--- config.mk ---
export PLATFORM = sky130hd
export DESIGN_NAME = pah_pin_ctrl
export DESIGN_NICKNAME = d
export VERILOG_FILES = /design/src/core/pah_pkg.sv /design/src/core/pah_pin_ctrl.sv
export SDC_FILE = /design/constraint.sdc
export NUM_CORES = 1
export LEC_CHECK = 0
export ABC_AREA = 1
export BUFFER_PORTS_ARGS = -buffer_cell sky130_fd_sc_hd__clkbuf_2
export CORE_MARGIN = 5
export CORE_UTILIZATION = 44
export CTS_CLUSTER_DIAMETER = 50
export DETAILED_ROUTE_END_ITERATION = 16
export PLACE_DENSITY = 0.79
export REMOVE_ABC_BUFFERS = 1
export SLEW_MARGIN = 5
export SYNTH_ARGS = -nofsm -noshare
export SYNTH_HDL_FRONTEND = slang
export SYNTH_SLANG_ARGS = --single-unit
--- constraint.sdc ---
create_clock -name CLK_IN -period 1.6 [get_ports CLK_IN]
set_input_delay 0.08 -clock CLK_IN [delete_from_list [all_inputs] [get_ports CLK_IN]]
set_output_delay 0.08 -clock CLK_IN [all_outputs]
set_load 0.1 [all_outputs]
--- src/core/pah_pkg.sv ---
// Purpose: constants and types for the port A high pin function controller
// Assumes: classic Wishbone slave, 32-bit data, byte addresses
// Notes: ten pins, pin 16 is index 0 and pin 25 is index 9
//
// Summary of operation
// - direction register is 16-bit read/write; bits 9..0 steer pins 25..16.
// - direction bit matters only while the pin is general-purpose I/O.
// - direction 1 makes the pin an output, 0 an input.
// - direction bits 15..10 read as zero; software writes zero there.
// - direction register resets to all zeros, all pins inputs.
// - both function-select registers are 16-bit read/write.
// - select-1 bit 2 routes pin 25: 0 port, 1 address output 25.
// - select-1 bit 0 routes pin 24: 0 port, 1 address output 24.
// - select-1 bits 15..3 and bit 1 read zero; software writes zero.
// - select-2 bit 14 routes pin 23: 0 port, 1 address output 23.
// - select-2 bit 12 routes pin 22: 0 port, 1 address output 22.
// - select-2 bit 10 routes pin 21: 0 port, 1 address output 21.
// - select-2 bit 8 routes pin 20: 0 port, 1 address output 20.
// - select-2 odd bits 15..1 read zero; software writes zero.
// - select-2 bits 6,4,2,0 route pins 19..16 between port and address.
`default_nettype none

package pah_pkg;

    localparam int NUM_PINS = 10;
    localparam int ADR_W = 8;

    // ==================================================================
    // register map
    localparam logic [ADR_W-1:0] OFS_DIR = 8'h00;
    localparam logic [ADR_W-1:0] OFS_FSEL1 = 8'h04;
    localparam logic [ADR_W-1:0] OFS_FSEL2 = 8'h08;

    localparam logic [15:0] DIR_MASK = 16'h03ff;
    localparam logic [15:0] FSEL1_MASK = 16'h0005;
    localparam logic [15:0] FSEL2_MASK = 16'h5555;
    localparam logic [NUM_PINS-1:0] DIR_RESET = 10'h000;
    localparam logic [NUM_PINS-1:0] FUNC_RESET = 10'h000;

    // pins 24 and 25 take function indices from here on; select-1 bits 0 and 2 hold them
    localparam int FSEL1_FIRST_PIN = 8;
    localparam int FSEL2_PINS = 8;

    // ==================================================================
    // types
    typedef struct packed {
        logic o;
        logic oe_n;
    } pah_pin_t;

    typedef struct packed {
        logic [NUM_PINS-1:0] dir;
        logic [NUM_PINS-1:0] func;
        logic ack;
        logic [31:0] rdata;
        logic [NUM_PINS-1:0] pin_o;
        logic [NUM_PINS-1:0] pin_oe_n;
        logic [NUM_PINS-1:0] port_in;
    } pah_state_t;

endpackage

`default_nettype wire

--- src/core/pah_pin_ctrl.sv ---
// Purpose: direction and function-select registers for port A pins 25..16
// Assumes: single clock, Wishbone classic slave, pins sampled synchronously
// Notes: pin outputs are registered, so a register change shows one edge later
//
// Added by the designer: the placing of the registers and the Wishbone register port.
`timescale 1ns/1ps
`default_nettype none

module pah_pin_ctrl
    import pah_pkg::*;
(
    input wire logic CLK_IN,
    input wire logic RSTN_IN,
    input wire logic WB_CYC_IN,
    input wire logic WB_STB_IN,
    input wire logic WB_WE_IN,
    input wire logic [ADR_W-1:0] WB_ADR_IN,
    input wire logic [3:0] WB_SEL_IN,
    input wire logic [31:0] WB_DAT_IN,
    output logic [31:0] WB_DAT_OUT,
    output logic WB_ACK_OUT,
    input wire logic [NUM_PINS-1:0] PORT_OUT_DATA_IN,
    input wire logic [NUM_PINS-1:0] EBC_ADDR_IN,
    input wire logic [NUM_PINS-1:0] PIN_IN,
    output logic [NUM_PINS-1:0] PIN_OUT,
    output logic [NUM_PINS-1:0] PIN_OE_N_OUT,
    output logic [NUM_PINS-1:0] PORT_IN_DATA_OUT
);

    // ==================================================================
    // helpers
    function automatic logic [15:0] merge16(input logic [15:0] old_v,
                                            input logic [15:0] new_v,
                                            input logic [1:0] sel);
        logic [15:0] r;
        r = old_v;
        if (sel[0]) begin
            r[7:0] = new_v[7:0];
        end
        if (sel[1]) begin
            r[15:8] = new_v[15:8];
        end
        return r;
    endfunction

    function automatic logic [15:0] pack_fsel2(input logic [NUM_PINS-1:0] f);
        logic [15:0] r;
        r = 16'h0000;
        // one select bit per pin on even positions, odd ones stay zero
        for (int k = 0; k < FSEL2_PINS; k++) begin
            r[2*k] = f[k];
        end
        return r;
    endfunction

    function automatic logic [15:0] pack_fsel1(input logic [NUM_PINS-1:0] f);
        logic [15:0] r;
        r = 16'h0000;
        r[0] = f[FSEL1_FIRST_PIN];
        r[2] = f[FSEL1_FIRST_PIN+1];
        return r;
    endfunction

    // ==================================================================
    // state
    pah_state_t s_q;
    pah_state_t s_d;
    pah_pin_t pin_nxt [NUM_PINS];

    logic req;
    logic [15:0] dir_rd;
    logic [15:0] fsel1_rd;
    logic [15:0] fsel2_rd;
    logic [15:0] wr_dir;
    logic [15:0] wr_fsel1;
    logic [15:0] wr_fsel2;

    assign req = WB_CYC_IN && WB_STB_IN && !s_q.ack;

    assign dir_rd = {6'h00, s_q.dir} & DIR_MASK;
    assign fsel1_rd = pack_fsel1(s_q.func) & FSEL1_MASK;
    assign fsel2_rd = pack_fsel2(s_q.func) & FSEL2_MASK;

    assign wr_dir = merge16(dir_rd, WB_DAT_IN[15:0], WB_SEL_IN[1:0]);
    assign wr_fsel1 = merge16(fsel1_rd, WB_DAT_IN[15:0], WB_SEL_IN[1:0]);
    assign wr_fsel2 = merge16(fsel2_rd, WB_DAT_IN[15:0], WB_SEL_IN[1:0]);

    // ==================================================================
    // per-pin routing
    genvar gi;
    generate
        for (gi = 0; gi < NUM_PINS; gi++) begin : g_pin
            always_comb begin
                // each pin follows its own function-select bit
                if (s_q.func[gi]) begin
                    pin_nxt[gi].o = EBC_ADDR_IN[gi];
                    pin_nxt[gi].oe_n = 1'b0;
                end else begin
                    pin_nxt[gi].o = PORT_OUT_DATA_IN[gi];
                    pin_nxt[gi].oe_n = !s_q.dir[gi];
                end
            end
        end
    endgenerate

    // ==================================================================
    // next state
    always_comb begin
        s_d = s_q;
        s_d.ack = req;
        s_d.port_in = PIN_IN;
        for (int i = 0; i < NUM_PINS; i++) begin
            s_d.pin_o[i] = pin_nxt[i].o;
            s_d.pin_oe_n[i] = pin_nxt[i].oe_n;
        end
        if (req) begin
            // unmapped offsets answer with zero and ignore writes
            s_d.rdata = 32'h0000_0000;
            unique case (WB_ADR_IN)
                OFS_DIR: begin
                    s_d.rdata = {16'h0000, dir_rd};
                    if (WB_WE_IN) begin
                        s_d.dir = wr_dir[NUM_PINS-1:0];
                    end
                end
                OFS_FSEL1: begin
                    s_d.rdata = {16'h0000, fsel1_rd};
                    if (WB_WE_IN) begin
                        s_d.func[FSEL1_FIRST_PIN] = wr_fsel1[0];
                        s_d.func[FSEL1_FIRST_PIN+1] = wr_fsel1[2];
                    end
                end
                OFS_FSEL2: begin
                    s_d.rdata = {16'h0000, fsel2_rd};
                    if (WB_WE_IN) begin
                        for (int k = 0; k < FSEL2_PINS; k++) begin
                            s_d.func[k] = wr_fsel2[2*k];
                        end
                    end
                end
                default: begin
                    s_d.rdata = 32'h0000_0000;
                end
            endcase
        end
    end

    always_ff @(posedge CLK_IN or negedge RSTN_IN) begin
        if (!RSTN_IN) begin
            s_q <= '0;
            s_q.dir <= DIR_RESET;
            s_q.func <= FUNC_RESET;
            // floating pads until the first edge refreshes them
            s_q.pin_oe_n <= '1;
        end else begin
            s_q <= s_d;
        end
    end

    assign WB_ACK_OUT = s_q.ack;
    assign WB_DAT_OUT = s_q.rdata;
    assign PIN_OUT = s_q.pin_o;
    assign PIN_OE_N_OUT = s_q.pin_oe_n;
    assign PORT_IN_DATA_OUT = s_q.port_in;
endmodule // pah_pin_ctrl

`default_nettype wire

**Word-level counts from Yosys, hierarchy flattened**

Index checks and enable logic that the tools add are counted.

- Eq/ne operators: 2
- Mux-type cells: 11
- Reductions and logical operators: 19

Operator list:

| operator | number |
|---|---|
| $pmux W15 S3 | 1 |
| $mux W2 | 10 |
| $reduce_and A4 Y1 | 5 |
| $logic_not A1 Y1 | 11 |
| $eq A8 B3 Y1 const B | 1 |
| $eq A8 B4 Y1 const B | 1 |
| $logic_not A8 Y1 | 1 |
| $logic_and A1 B1 Y1 | 2 |

- Bits in registers: 83
- Word-level logic and storage cells: 42

**Logic depth before layout (Yosys ltp)**

- Word-level depth: 3
- Depth in mapped cells: 8
- Depth with buffers taken out: 7

**Worst setup path after synthesis**

Ideal clock, no wire load.

- Path kind: reg-to-reg
- From: reg s_q, in the netlist WB_ACK_OUT
- To: reg s_q, in the netlist WB_DAT_OUT[9]
- Data arrival time: 1.613 ns
- Required time: 1.517 ns
- Slack: -0.096 ns
- Stages on the path, launching flop included: 6
- Buffers on the path: 1
- Path through: dfrtp_1 > nor2_2 > inv_1 > clkbuf_1 > nand2_1 > o21ai_0

- Longest elaborated chain between the ends: 2

Ends and longest elaborated chain:

| item | line | source |
|---|---|---|
| from (decl) | pah_pin_ctrl.sv:66 | `pah_state_t s_q;` |
| $logic_not A1 Y1 | pah_pin_ctrl.sv:78 | `assign req = WB_CYC_IN && WB_STB_IN && !s_q.ack;` |
| $logic_and A1 B1 Y1 | pah_pin_ctrl.sv:78 |  |

No other way between the ends.
A chain may end at the register's enable or synchronous reset.

==> metrics <==
number of global-route vias before repair 2281; routed len/inst 12.9 µm; die height just under 90 µm; Leakage Power 2.02 nW; Max Clock Skew 0.00821 ns; final non-filler cell area 3760 µm²; routing usage on met1 0.206; run status finished clean; Skew-Pair Late Insertion Delay 0.34 ns; detailed-router iteration count before antenna repair 4; time the worst path needs with I/O delays and setup 1.45 ns; maximum number of pins on one net before global-route repair 65; Total Routing Usage GR 0.179; Final ANT Viol Nets 0; site row count 27; peak-usage layer in the global routing report met2; depth of the most critical reg-to-reg path 2; sort of element at the start of the critical path register; net switching share of the total power 0.307; end point of the critical path PIN_OUT[3]$_DFF_PN0_; transition time of the tightest slew-check pin 0.564 ns; distinct cell type count after synthesis 21; post-synthesis sequential area ratio 0.625; total clock buffers created by CTS 9; Initial Util 0.460; warning count from the yosys run 0; Die ar. 7500 µm²; antenna violations before repair 0; most frequent standard cell in the layout excluding fill and tap cells clkbuf_2; worst reg2reg endpoint PIN_OUT[3]$_DFF_PN0_; filler cell count 458; per-cell via count in the routed design 4.43; grt met3 use 0.0504; area inside the core boundary 5610 µm²; Post-Place Cell Area roughly 3100 µm²; maximum fanout along the worst path 4; Clock Pin Slew Worst Setup and Hold Paths 0.07 ns; share of synthesized flip-flops with an asynchronous set or reset 1.00; pwr/cell area 1040 nW/µm²; layout cell share with drive strength beyond 1 0.360; reported net switching power 0.00120 W; area delta synth->final 45.8%; post-CTS setup repair buffer count 0; Cells on Worst Hold Path 4; total number of clock tree sinks 64; number of setup violations in the final report 0; post-route fraction of the period consumed by the critical path 0.906; Die Span X 86.6 µm; Via Count 2153; Critical path origin fsel2_rd[6]$_DFFE_PN0P_; combinational cell fraction of total power 0.184; Post-CTS Resized 0; Hold-fix buffers, CTS 44; flop2flop setup slack 0.15 ns; TritonCTS clock tree built; number of instances in the synthesized netlist 255; r2r startpoint fsel2_rd[6]$_DFFE_PN0P_; violation count after the first detailed-route iteration between 80 and 90; number of H-tree levels 3; Arr. time, crit path 1.67 ns; synthesized area divided by synthesized cell count 10.1 µm²; Total Nets Final 488; Max VDD drop 0.577 mV; Clk network pwr share 0.388; final hold slack 0.114 ns; root buf cell clkbuf_8; Antenna Cells 0; combined area of all synthesized cells 2580 µm²; DRT Wirelength 6270 µm; category of the worst setup path capture point register; commonest cells after routing, fill and taps aside clkbuf_2, nand2_1, dfrtp_1, dlygate4sd3_1, inv_1; Max-Cap Viols 0; met2 track demand over resource 0.314; Post-DP HPWL 4360 µm; required time at the endpoint of the critical path roughly 1.8 ns; wire length of the first global-routing pass 10300 µm; ys flop type dfrtp_1; setup repair after global routing missed its margin no; count of flip-flops with a built-in enable after synthesis 0; total count of hold-check failures in the final report 0; number of buffers on the longest clock path 2; fmax 0.690 GHz; count of pins on the block boundary 142; Hold Path Class in -> reg; count of port buffers added during placement roughly 100; utilization after layout 0.671; RD Place Congestion approximately 0.85; Critical Setup Path Class reg -> reg; internal portion of total power 0.00270 W; max-slew headroom at the worst pin 0.625; count of final max-slew check failures 0; GR Overflow Total 0; part of the power in registers 0.428; #FFs+latches synth 64; residual DRC count 0
==> critical path, cell delays in order, from the launching register on <==
cell and delay, ns:
dfrtp_1 0.42, mux2_2 0.35, dlygate4sd3_1 0.56
==> per-stage QoR <==
| stage | setup TNS (ns) | power [W] | std cells | setup slack (ns) |
|---|---|---|---|---|
| 2_1_floorplan | -5.85 | 0.00217 | 250 | -0.238 |
| 3_3_place_gp | 0 | 0.00232 | 426 | 0.252 |
| 3_5_place_dp | 0 | 0.00233 | 426 | 0.204 |
| 4_1_cts | 0 | 0.00393 | 486 | 0.154 |
| 5_1_grt | 0 | 0.00404 | 486 | 0.00573 |
| 6_report | 0 | 0.00390 | 486 | 0.150 |
==> registers in the layout, summed over array words and instances, names as in the netlist <==
name	flops
PIN_OE_N_OUT	10
PIN_OUT	10
PORT_IN_DATA_OUT	10
WB_ACK_OUT	1
WB_DAT_OUT	13
dir_rd	10
fsel1_rd	2
fsel2_rd	8
==> layout make-up <==
class                           instances  area [µm²]  area share
Clock buffer                            9         124      0.0329
Clock inverter                          7        96.3      0.0256
Inverter                               23        86.3      0.0229
Multi-Input combinational cell        163         772       0.205
Sequential cell                        64        1610       0.429
Tap cell                               72        90.1      0.0239
Timing Repair Buffer                  148         981       0.261
==> how the worst min path moves through the flow <==
stage	startpoint	end	slack [ns]
floorplan	RSTN_IN	PIN_OUT[0]$_DFF_PN0_	-0.22
global placement	RSTN_IN	PORT_IN_DATA_OUT[8]$_DFF_PN0_	0.11
detailed placement	RSTN_IN	PIN_OUT[9]$_DFF_PN0_	0.12
CTS	WB_SEL_IN[1]	dir_rd[8]$_DFFE_PN0P_	0.11
global route	WB_SEL_IN[1]	dir_rd[8]$_DFFE_PN0P_	0.12
finish	WB_SEL_IN[1]	dir_rd[8]$_DFFE_PN0P_	0.11
==> metal layers <==
layer  vias up  share of wire
met5         -              0
met4         0          0.023
met3        13          0.076
met2        82           0.51
met1       992           0.40
li1       1066              -
==> synth_stat cells (3+ instances only) <==
library cell / count / area [µm²]
inv_1: 23 / 86.3
nor2_2: 3 / 18.8
nor2_4: 3 / 33.8
buf_4: 20 / 150
o21ai_1: 5 / 25.0
nand3_1: 7 / 35.0
nor2_1: 15 / 56.3
o21ai_0: 21 / 105
dfstp_2: 10 / 263
dfrtp_1: 54 / 1350
nand2_1: 76 / 285
mux2_2: 7 / 78.8
==> kinds of logic (layout without fill, tap and decap cells) <==
kind of cell,after synthesis,after routing,share of synthesized area
muxes,7,7,0.0305
buffers and inverters,46,187,0.102
other,1,19,0.00145
AOI/OAI and AO/OA,28,28,0.0572
and+or+nand+nor,109,109,0.184
DFF,64,64,0.625
==> power by group through the flow <==
stage / Clock, W / Combinational [W] / Sequential (W)
2_1_floorplan: 0 / 0.000240 / 0.00193
3_3_place_gp: 0 / 0.000626 / 0.00170
5_1_grt: 0.00162 / 0.000754 / 0.00167
4_1_cts: 0.00154 / 0.000717 / 0.00167
6_report: 0.00151 / 0.000715 / 0.00167
3_5_place_dp: 0 / 0.000632 / 0.00170
Note: power is estimated with default switching activity, not from simulation.
